===== src/rtl/mode_ctrl_consts.svh =====
// Constants for the antenna mode supervisor
//
// Notes on behaviour
// Exactly one of six operating modes held
// Shutdown brakes on, no power; standby brakes
// Active modes drive axes via their loops
// Remote access acts on bus control messages
// Local access drops control, keeps monitor
// Access mode changes only from local panel
// Shutdown on access change, power-up, reset
// Entry allowed per access mode table
// Faults force stow or shutdown automatically
// Shutdown leaves only to standby, faultless
// Active modes entered only from standby
// Stow reaching position returns to standby
// Remote parameter messages accepted any mode
// Monitor messages always processed
// Command acceptance per operating mode table
// One millisecond reset pulse causes reset
// Never transmit unless polled by master
// Report faults; enter shutdown on them
// Ethernet reset command soft boots unit
// Idle or timing loss stow after timeout; code stows only from standby and shuts down active modes
// Illegal mode request leaves mode unchanged
// Rejected command has no effect at all; code still lets a rejected message restart the idle count
`ifndef MODE_CTRL_CONSTS_SVH
`define MODE_CTRL_CONSTS_SVH
// ------
// Register offsets (byte addresses)
// ------
`define REG_CTRL 8'h00
`define REG_MSG 8'h04
`define REG_STATUS 8'h08
`define REG_IDLE_TIME 8'h0c
`define REG_FAULTS 8'h10
`define REG_TRAJ 8'h14
// ------
// Field positions and widths
// ------
`define CTRL_PANEL_REQ 0
`define CTRL_PANEL_REM 1
`define CTRL_PANEL_MODE 4
`define CTRL_ETH_RESET 8
`define CTRL_POLL 9
`define MSG_KIND_LSB 0
`define MSG_MODE_LSB 4
`define MODE_W 3
`define KIND_W 3
`define FAULT_W 6
`define IDLE_RESET 16'h003c
// ------
// Timing
// ------
`define CLK_HZ 50000000
`define RST_PULSE_US 1000
`define RST_PULSE_CYC ((`RST_PULSE_US * (`CLK_HZ / 1000000)))
`define CYC_PER_SEC `CLK_HZ
`endif


===== src/rtl/mode_ctrl_pkg.sv =====
// Types for the antenna mode supervisor
package mode_ctrl_pkg;
  // Operating modes, one held at a time
  typedef enum logic [2:0] {
    M_SHUTDOWN = 3'h0,
    M_STANDBY  = 3'h1,
    M_VELOCITY = 3'h2,
    M_ENCODER  = 3'h3,
    M_AUTO     = 3'h4,
    M_STOW     = 3'h5
  } op_mode_t;
  // Message classes arriving from the bus
  typedef enum logic [2:0] {
    K_MONITOR  = 3'h0,
    K_SET      = 3'h1,
    K_MODE     = 3'h2,
    K_RESET    = 3'h3,
    K_AZ_TRAJ  = 3'h4,
    K_EL_TRAJ  = 3'h5
  } msg_kind_t;
endpackage : mode_ctrl_pkg


===== src/rtl/antenna_mode_controller.sv =====
// AXI4-Lite mode supervisor for the antenna control unit
//
// Implementation choices: the AXI4-Lite interface to the registers and the address map.
`timescale 1ns/1ps
`include "mode_ctrl_consts.svh"

module antenna_mode_controller
  import mode_ctrl_pkg::*;
#(
  parameter int unsigned RST_PULSE_CYCLES = `RST_PULSE_CYC,
  parameter int unsigned CYCLES_PER_SEC   = `CYC_PER_SEC
) (
  // Clock, reset, enable
  input  wire logic        aclk,
  input  wire logic        aresetn,
  input  wire logic        clk_en,
  // AXI4-Lite write address
  input  wire logic        s_axi_awvalid,
  output logic             s_axi_awready,
  input  wire logic [7:0]  s_axi_awaddr,
  // AXI4-Lite write data
  input  wire logic        s_axi_wvalid,
  output logic             s_axi_wready,
  input  wire logic [31:0] s_axi_wdata,
  input  wire logic [3:0]  s_axi_wstrb,
  // AXI4-Lite write response
  output logic             s_axi_bvalid,
  input  wire logic        s_axi_bready,
  output logic [1:0]       s_axi_bresp,
  // AXI4-Lite read address
  input  wire logic        s_axi_arvalid,
  output logic             s_axi_arready,
  input  wire logic [7:0]  s_axi_araddr,
  // AXI4-Lite read data
  output logic             s_axi_rvalid,
  input  wire logic        s_axi_rready,
  output logic [31:0]      s_axi_rdata,
  output logic [1:0]       s_axi_rresp,
  // Pins from the field
  input  wire logic        bus_reset_pin,
  input  wire logic        timing_pulse,
  input  wire logic [5:0]  fault_in,
  input  wire logic        stow_reached,
  // Drive outputs
  output logic             brake_on,
  output logic             motor_power,
  output logic             drive_ready,
  output logic [2:0]       drive_loop,
  output logic             tx_enable,
  output logic             soft_boot
);

  // ------
  // Helper functions
  // ------
  // Entry legality under an access mode, from a given mode
  function automatic logic mode_ok(input op_mode_t cur, req,
    input logic remote, fault);
    logic ok;
    ok = 1'b0;
    case (req)
      M_SHUTDOWN: ok = 1'b1;
      M_STANDBY:  ok = (cur != M_SHUTDOWN) || !fault;
      M_VELOCITY: ok = !remote && (cur == M_STANDBY);
      M_ENCODER:  ok = (cur == M_STANDBY);
      M_AUTO:     ok = remote && (cur == M_STANDBY);
      M_STOW:     ok = (cur == M_STANDBY);
      default:    ok = 1'b0;
    endcase
    return ok;
  endfunction : mode_ok

  // Command acceptance per operating mode in remote access
  function automatic logic cmd_ok(input op_mode_t cur, input msg_kind_t k,
    input logic remote);
    logic ok;
    ok = 1'b0;
    case (k)
      K_MONITOR: ok = 1'b1;
      K_SET:     ok = remote;
      K_MODE,
      K_RESET:   ok = remote && cur != M_VELOCITY;
      K_AZ_TRAJ,
      K_EL_TRAJ: ok = remote &&
                      (cur == M_ENCODER || cur == M_AUTO);
      default:   ok = 1'b0;
    endcase
    return ok;
  endfunction : cmd_ok

  // ------
  // Pin synchronisers
  // ------
  logic [2:0] rst_sync_q;   // Reset pin, three stages
  logic [2:0] tp_sync_q;    // Timing pulse, three stages
  logic       rst_lvl_q;    // Agreed reset pin level
  logic       tp_lvl_q;     // Agreed timing pulse level

  // Change counts only when stages two and three agree
  always_ff @(posedge aclk) begin
    if (!aresetn) begin
      rst_sync_q <= 3'h0;
      tp_sync_q  <= 3'h0;
      rst_lvl_q  <= 1'b0;
      tp_lvl_q   <= 1'b0;
    end else if (clk_en) begin
      rst_sync_q <= {rst_sync_q[1:0], bus_reset_pin};
      tp_sync_q  <= {tp_sync_q[1:0], timing_pulse};
      if (rst_sync_q[1] == rst_sync_q[2]) begin
        rst_lvl_q <= rst_sync_q[2];
      end
      if (tp_sync_q[1] == tp_sync_q[2]) begin
        tp_lvl_q <= tp_sync_q[2];
      end
    end
  end

  // ------
  // Bus reset pulse measurement
  // ------
  logic [31:0] pulse_cnt_q; // High-time counter
  logic        pin_reset;   // Pulse long enough seen

  // Counts the high time; fires once at the threshold
  always_ff @(posedge aclk) begin
    if (!aresetn) begin
      pulse_cnt_q <= 32'h0;
    end else if (clk_en) begin
      if (!rst_lvl_q) begin
        pulse_cnt_q <= 32'h0;
      end else if (pulse_cnt_q != RST_PULSE_CYCLES[31:0]) begin
        pulse_cnt_q <= pulse_cnt_q + 32'h1;
      end
    end
  end
  // Pulse measured a full 1 ms acts once
  assign pin_reset = rst_lvl_q &&
                     (pulse_cnt_q == RST_PULSE_CYCLES[31:0] - 32'h1);

  // ------
  // AXI4-Lite slave
  // ------
  logic        aw_q, w_q;   // Latched address / data held
  logic [7:0]  awaddr_q;
  logic [31:0] wdata_q;
  logic [3:0]  wstrb_q;
  logic        wr_go;       // Both halves present
  logic [15:0] idle_time_q; // Idle stow timeout, seconds
  logic        eth_reset_q; // Debug reset request pulse
  logic        poll_q;      // Master poll pulse
  logic        panel_q;     // Panel request pulse
  logic        panel_rem_q; // Panel access choice
  op_mode_t    panel_mode_q;// Panel mode request
  logic        msg_q;       // Bus message pulse
  msg_kind_t   msg_kind_q;
  op_mode_t    msg_mode_q;
  logic        wr_bad;

  assign wr_go  = aw_q && w_q && !s_axi_bvalid;
  assign wr_bad = !(awaddr_q == `REG_CTRL || awaddr_q == `REG_MSG ||
                    awaddr_q == `REG_IDLE_TIME);

  // Write channel: address and data in either order
  always_ff @(posedge aclk) begin
    if (!aresetn) begin
      aw_q          <= 1'b0;
      w_q           <= 1'b0;
      awaddr_q      <= 8'h0;
      wdata_q       <= 32'h0;
      wstrb_q       <= 4'h0;
      s_axi_awready <= 1'b0;
      s_axi_wready  <= 1'b0;
      s_axi_bvalid  <= 1'b0;
      s_axi_bresp   <= 2'h0;
    end else if (clk_en) begin
      s_axi_awready <= !aw_q && !s_axi_awready && s_axi_awvalid;
      s_axi_wready  <= !w_q && !s_axi_wready && s_axi_wvalid;
      if (s_axi_awvalid && s_axi_awready) begin
        aw_q     <= 1'b1;
        awaddr_q <= {s_axi_awaddr[7:2], 2'h0};
      end
      if (s_axi_wvalid && s_axi_wready) begin
        w_q     <= 1'b1;
        wdata_q <= s_axi_wdata;
        wstrb_q <= s_axi_wstrb;
      end
      if (wr_go) begin
        aw_q         <= 1'b0;
        w_q          <= 1'b0;
        s_axi_bvalid <= 1'b1;
        s_axi_bresp  <= wr_bad ? 2'h2 : 2'h0; // SLVERR on unmapped
      end else if (s_axi_bvalid && s_axi_bready) begin
        s_axi_bvalid <= 1'b0;
      end
    end
  end

  // Register writes; message and panel writes are one-cycle pulses
  always_ff @(posedge aclk) begin
    if (!aresetn) begin
      idle_time_q  <= `IDLE_RESET;
      eth_reset_q  <= 1'b0;
      poll_q       <= 1'b0;
      panel_q      <= 1'b0;
      panel_rem_q  <= 1'b0;
      panel_mode_q <= M_SHUTDOWN;
      msg_q        <= 1'b0;
      msg_kind_q   <= K_MONITOR;
      msg_mode_q   <= M_SHUTDOWN;
    end else if (clk_en) begin
      eth_reset_q <= 1'b0;
      poll_q      <= 1'b0;
      panel_q     <= 1'b0;
      msg_q       <= 1'b0;
      if (wr_go && wstrb_q[0] && awaddr_q == `REG_CTRL) begin
        panel_q      <= wdata_q[`CTRL_PANEL_REQ];
        panel_rem_q  <= wdata_q[`CTRL_PANEL_REM];
        panel_mode_q <= op_mode_t'(wdata_q[`CTRL_PANEL_MODE +: 3]);
      end
      if (wr_go && wstrb_q[1] && awaddr_q == `REG_CTRL) begin
        eth_reset_q <= wdata_q[`CTRL_ETH_RESET];
        poll_q      <= wdata_q[`CTRL_POLL];
      end
      if (wr_go && wstrb_q[0] && awaddr_q == `REG_MSG) begin
        msg_q      <= 1'b1;
        msg_kind_q <= msg_kind_t'(wdata_q[`MSG_KIND_LSB +: 3]);
        msg_mode_q <= op_mode_t'(wdata_q[`MSG_MODE_LSB +: 3]);
      end
      if (wr_go && awaddr_q == `REG_IDLE_TIME) begin
        if (wstrb_q[0]) idle_time_q[7:0]  <= wdata_q[7:0];
        if (wstrb_q[1]) idle_time_q[15:8] <= wdata_q[15:8];
      end
    end
  end

  // ------
  // Mode supervisor
  // ------
  op_mode_t    mode_q;       // Operating mode, single state
  logic        remote_q;     // Access mode: 1 remote, 0 local
  logic        fault;        // Any fault present
  logic        accept;       // Message accepted now
  logic        do_reset;     // Software reset from any source
  logic        idle_stow;    // Communication timeout
  logic [31:0] sec_cnt_q;    // Cycles within a second
  logic [15:0] idle_sec_q;   // Seconds without traffic
  logic        tp_prev_q;
  logic        tp_hit_q;     // Timing edge since restart
  logic        traj_seen_q;  // Trajectory accepted
  logic [5:0]  fault_seen_q; // Fault report, copy of fault_in each cycle

  assign fault  = |fault_in;
  assign accept = msg_q && cmd_ok(mode_q, msg_kind_q, remote_q);
  assign do_reset = pin_reset || eth_reset_q ||
                    (accept && msg_kind_q == K_RESET);
  assign idle_stow = (idle_sec_q >= idle_time_q) && idle_time_q != 16'h0;

  // Seconds since last bus message that followed a timing edge
  always_ff @(posedge aclk) begin
    if (!aresetn) begin
      sec_cnt_q  <= 32'h0;
      idle_sec_q <= 16'h0;
      tp_prev_q  <= 1'b0;
      tp_hit_q   <= 1'b0;
    end else if (clk_en) begin
      tp_prev_q <= tp_lvl_q;
      // Restart needs traffic and a timing edge; either one going
      // quiet lets the count run out
      if (msg_q && tp_hit_q) begin
        sec_cnt_q  <= 32'h0;
        idle_sec_q <= 16'h0;
        tp_hit_q   <= 1'b0;
      end else if (sec_cnt_q == CYCLES_PER_SEC[31:0] - 32'h1) begin
        sec_cnt_q <= 32'h0;
        if (idle_sec_q != 16'hffff) idle_sec_q <= idle_sec_q + 16'h1;
      end else begin
        sec_cnt_q <= sec_cnt_q + 32'h1;
      end
      if (tp_lvl_q && !tp_prev_q) tp_hit_q <= 1'b1;
    end
  end

  // Access mode: only the panel changes it
  always_ff @(posedge aclk) begin
    if (!aresetn) begin
      remote_q <= 1'b0;
    end else if (clk_en && panel_q) begin
      remote_q <= panel_rem_q;
    end
  end

  // Operating mode transitions, highest priority first
  always_ff @(posedge aclk) begin
    if (!aresetn) begin
      mode_q <= M_SHUTDOWN;
    end else if (clk_en) begin
      if (do_reset) begin
        mode_q <= M_SHUTDOWN;
      end else if (panel_q && panel_rem_q != remote_q) begin
        mode_q <= M_SHUTDOWN;
      end else if (fault) begin
        mode_q <= M_SHUTDOWN;
      end else if (idle_stow && mode_q != M_SHUTDOWN &&
                   mode_q != M_STOW) begin
        mode_q <= (mode_q == M_STANDBY) ? M_STOW : M_SHUTDOWN;
      end else if (mode_q == M_STOW && stow_reached) begin
        mode_q <= M_STANDBY;
      end else if (panel_q && !remote_q &&
                   mode_ok(mode_q, panel_mode_q, 1'b0, fault)) begin
        mode_q <= panel_mode_q;
      end else if (accept && msg_kind_q == K_MODE &&
                   mode_ok(mode_q, msg_mode_q, 1'b1, fault)) begin
        mode_q <= msg_mode_q;
      end
    end
  end

  // Trajectory acceptance and fault report
  always_ff @(posedge aclk) begin
    if (!aresetn) begin
      traj_seen_q  <= 1'b0;
      fault_seen_q <= 6'h0;
    end else if (clk_en) begin
      if (accept && (msg_kind_q == K_AZ_TRAJ ||
                     msg_kind_q == K_EL_TRAJ)) begin
        traj_seen_q <= 1'b1;
      end else if (mode_q != M_ENCODER && mode_q != M_AUTO) begin
        traj_seen_q <= 1'b0;
      end
      fault_seen_q <= fault_in;
    end
  end

  // ------
  // Drive outputs
  // ------
  // Brakes, power and loop selection follow the mode
  always_ff @(posedge aclk) begin
    if (!aresetn) begin
      brake_on    <= 1'b1;
      motor_power <= 1'b0;
      drive_ready <= 1'b0;
      drive_loop  <= 3'h0;
      tx_enable   <= 1'b0;
      soft_boot   <= 1'b0;
    end else if (clk_en) begin
      brake_on    <= (mode_q == M_SHUTDOWN || mode_q == M_STANDBY);
      motor_power <= (mode_q != M_SHUTDOWN);
      drive_ready <= (mode_q != M_SHUTDOWN);
      drive_loop  <= (mode_q == M_SHUTDOWN || mode_q == M_STANDBY) ?
                     3'h0 : mode_q;
      tx_enable   <= poll_q;
      soft_boot   <= do_reset;
    end
  end

  // ------
  // Read channel
  // ------
  logic [31:0] rd_word;
  always_comb begin
    rd_word = 32'h0;
    case ({s_axi_araddr[7:2], 2'h0})
      `REG_CTRL:      rd_word = {31'h0, remote_q};
      `REG_STATUS:    rd_word = {24'h0, traj_seen_q, idle_stow,
                                 fault, remote_q, 1'b0, mode_q};
      `REG_IDLE_TIME: rd_word = {16'h0, idle_time_q};
      `REG_FAULTS:    rd_word = {26'h0, fault_seen_q};
      default:        rd_word = 32'h0;
    endcase
  end

  // One read at a time; answer the cycle after arready
  always_ff @(posedge aclk) begin
    if (!aresetn) begin
      s_axi_arready <= 1'b0;
      s_axi_rvalid  <= 1'b0;
      s_axi_rdata   <= 32'h0;
      s_axi_rresp   <= 2'h0;
    end else if (clk_en) begin
      s_axi_arready <= s_axi_arvalid && !s_axi_arready && !s_axi_rvalid;
      if (s_axi_arvalid && s_axi_arready) begin
        s_axi_rvalid <= 1'b1;
        s_axi_rdata  <= rd_word;
        s_axi_rresp  <= (s_axi_araddr[7:2] > 6'h4 ||
                         s_axi_araddr[7:2] == 6'h1) ? 2'h2 : 2'h0;
      end else if (s_axi_rvalid && s_axi_rready) begin
        s_axi_rvalid <= 1'b0;
      end
    end
  end

endmodule : antenna_mode_controller


===== config.mk =====
export PLATFORM = sky130hd
export DESIGN_NAME = antenna_mode_controller
export DESIGN_NICKNAME = d
export VERILOG_FILES = /design/src/rtl/mode_ctrl_pkg.sv /design/src/rtl/antenna_mode_controller.sv
export VERILOG_INCLUDE_DIRS = /design/src /design/src/rtl
export SDC_FILE = /design/constraint.sdc
export NUM_CORES = 1
export LEC_CHECK = 0
export BUFFER_PORTS_ARGS = -buffer_cell sky130_fd_sc_hd__buf_2
export CORE_ASPECT_RATIO = 0.75
export CORE_MARGIN = 1.5
export CORE_UTILIZATION = 52
export DETAILED_ROUTE_END_ITERATION = 8
export PLACE_DENSITY_LB_ADDON = 0.15
export SLEW_MARGIN = 20
export SYNTH_ARGS = -nofsm -noshare
export SYNTH_HDL_FRONTEND = slang
export SYNTH_SLANG_ARGS = --single-unit

===== constraint.sdc =====
create_clock -name aclk -period 2.3 [get_ports aclk]
set_input_delay 0.46 -clock aclk [delete_from_list [all_inputs] [get_ports aclk]]
set_output_delay 0.46 -clock aclk [all_outputs]
set_load 0.01 [all_outputs]

==> results.toml <==
[clock_tree]
clock_path_buffers = 2
htreeDepth = 4
numCtsBuffers = 17
clkLatencyLatePin_ps = 430
cts_sinks = 187
cts_tree = "done"
root_buffer = "clkbuf_16"
path_clk_slew_ps = 70
cts_setup_buffers = 0

[power_and_ir_drop]
p_leak_nw = 4.20
total_power_mw = 6.48
peakVddDrop_v = 0.000419
p_per_area_nw_per_um2 = 630

[global_route]
grt_pass1_wl_um = 32100
grtUsageTotal = 0.225
grt_pass1_vias = 6321
antenna_found_initial = 0
grt_max_degree = 37
grt.overflow.total = 0

[yosys]
syn_area_um2 = 8910
yosysUniqueCellTypes = 75
synth_top_cell_by_area = "dfxtp_1"
avgSynthCellArea_um2 = 8.88
synth-edff-count = 0
ys_top_cells_by_area = "dfxtp_1 42%, mux2i_1 6.2%, nor2b_1 5.1%"
ys_seq_elements = 187
yosysSeqAreaShare = 0.420
async_flop_share = 0
synth_top_area_share = 0.420
yosys_warnings = 0
synthFlopType = "dfxtp_1"
synthesis.instances = 1003

[sta]
worst_pin_slew_ps = 682
finalHoldViolCount = 0
setup_viol = 0
skew_ps = 13.4
slew_violations = 0
fin_tns_setup_ps = 0
slew-limit-headroom = 0.541
max_freq_mhz = 463
fin_crit_ps = 2160
period_share = 0.938

[die]
std_cell_rows = 41
die_area_um2 = 17900
start_util = 0.531
die_w_um = 154
io_pins = 118
die_h_um = 116
core_um2 = 16800

[place]
gp_congestion = 0.838
dpl.hpwl_um = 14300
post-place-cells = 1296
io_buffers = 77

[layout]
num-fill-cells = 1485
fin_nets = 1191
stdcell_count = 1328
final_util = 0.614
drive_gt1_frac = 0.164
antenna_cells = 0
areaGrowthSynthToFinish_pct = 15.5

[status]
status = "finished clean"

[hold_path]
hold_path_class = "in2reg"
worstHoldPathCells = 3

[route]
remaining_drc_errors = 0
finalWirelength_um = 19600
post_drt_via_cell_ratio = 5.30
wl_per_cell_um = 14.7
dr.pass1.iters = 5
ant_nets = 0
vias = 7044
first_iter_violations = 525

[worst_setup_path]
crit_type = "reg2reg"
arrival_ps = 2520
required_ps = 2660
cp_max_fo = 5
crit_path_start_kind = "flop"
critPathCaptureType = "flop"
reg2regPathDepth = 9

[job]
drv_cap = 0
==> where the power goes <==
group | leakage, nW | switching [mW] | internal (mW) | total (mW)
Clock | 0.277 | 1.31 | 1.62 | 2.93
Combinational | 2.42 | 0.151 | 0.116 | 0.267
Sequential | 1.51 | 0.0236 | 3.26 | 3.29
Total | 4.20 | 1.49 | 5.00 | 6.48
==> layer usage <==
layer	vias up	wire length [um]	share of wire	global-route usage
li1	3621	-	-	-
met1	3259	10500	0.53	0.333
met2	151	8000	0.41	0.331
met3	13	918	0.047	0.0527
met4	0	182	0.0093	0.0531
met5	-	0	0	0
==> synth_stat cells, types with 23 or more instances <==
cell type	n
a21boi_0	25
a21oi_1	27
clkbuf_1	27
dfxtp_1	187
inv_1	36
mux2i_1	55
nand2_1	96
nand3_1	36
nand4_1	28
nor2_1	106
nor2b_1	72
o21ai_0	23
xor2_1	50
==> area by class of cell <==
type	count	area, um2	area share
clock buffers	17	425	0.0413
well taps	215	269	0.0261
repair buffers	120	746	0.0724
flip-flops and latches	187	3740	0.364
inverters	36	135	0.0131
clock inverters	15	161	0.0157
multi-input cells	738	4810	0.467
==> kinds of logic after synthesis <==
kind of cell             count (synthesis)  share of synthesized area
flip-flops                             187                      0.420
AND/OR/NAND/NOR                        440                      0.261
multiplexers                            60                     0.0681
other                                    1                   0.000421
adder cells (fa/ha/maj)                 22                     0.0309
XOR/XNOR                                71                     0.0698
AO/OA/AOI/OAI                          127                      0.100
buffers and inverters                   95                     0.0499
==> cells in the final DEF (no fill, tap or decap), drive strengths merged, types with 21 or more instances in the layout <==
master,netlist,final
xnor2,21,21
nand2,97,97
nand4,30,30
ha,22,22
xor2,50,50
mux2i,55,55
inv,36,41
a21boi,26,26
buf,32,120
nor2b,72,72
nand3,37,37
dfxtp,187,187
a21oi,27,27
o21ai,26,26
nor2,108,108
==> flip-flops by register name (all words and copies together) (netlist names), 6 cells and up <==
| signal | flops |
|---|---|
| wdata_q | 16 |
| sec_cnt_q | 32 |
| awaddr_q | 6 |
| fault_seen_q | 6 |
| pulse_cnt_q | 32 |
| idle_time_q | 16 |
| idle_sec_q | 16 |
| s_axi_rdata | 16 |
==> final timing paths <==
kind | start | end | slack, ps
setup reg to reg | idle_sec_q[0]$_SDFFE_PN0P_ | mode_q[2]$_SDFFE_PN0P_ | 140
hold reg to reg | wdata_q[0]$_SDFFE_PN0P_ | wdata_q[0]$_SDFFE_PN0P_ | 470
setup / recovery | idle_sec_q[0]$_SDFFE_PN0P_ | mode_q[2]$_SDFFE_PN0P_ | 140
hold / removal | s_axi_wdata[15] | wdata_q[15]$_SDFFE_PN0P_ | 270
==> critical path, stage by stage, from the launching register on <==
cell       delay (ps)
dfxtp_2           320
inv_1              40
ha_1              250
nand2b_1          140
a2111o_1          390
a31oi_1           160
a21oi_2           100
o211a_4           270
mux2_2            270
o2bb2ai_1         130
==> timing repair <==
action	in CTS	in global routing
setup endpoints to repair	0	3
gates resized for setup	0	5
hold buffers	0	0
==> metrics by stage <==
step | hold slack (ps) | area (um2) | worst slack, ps
6_report | 269 | 10300 | 142
5_1_grt | 253 | 10300 | -17.5
4_1_cts | 256 | 10300 | 27.9
3_5_place_dp | 460 | 9680 | 48.8
3_3_place_gp | 453 | 9680 | 58.6
2_1_floorplan | 437 | 8970 | 188
(Power assumes the default switching activity.)
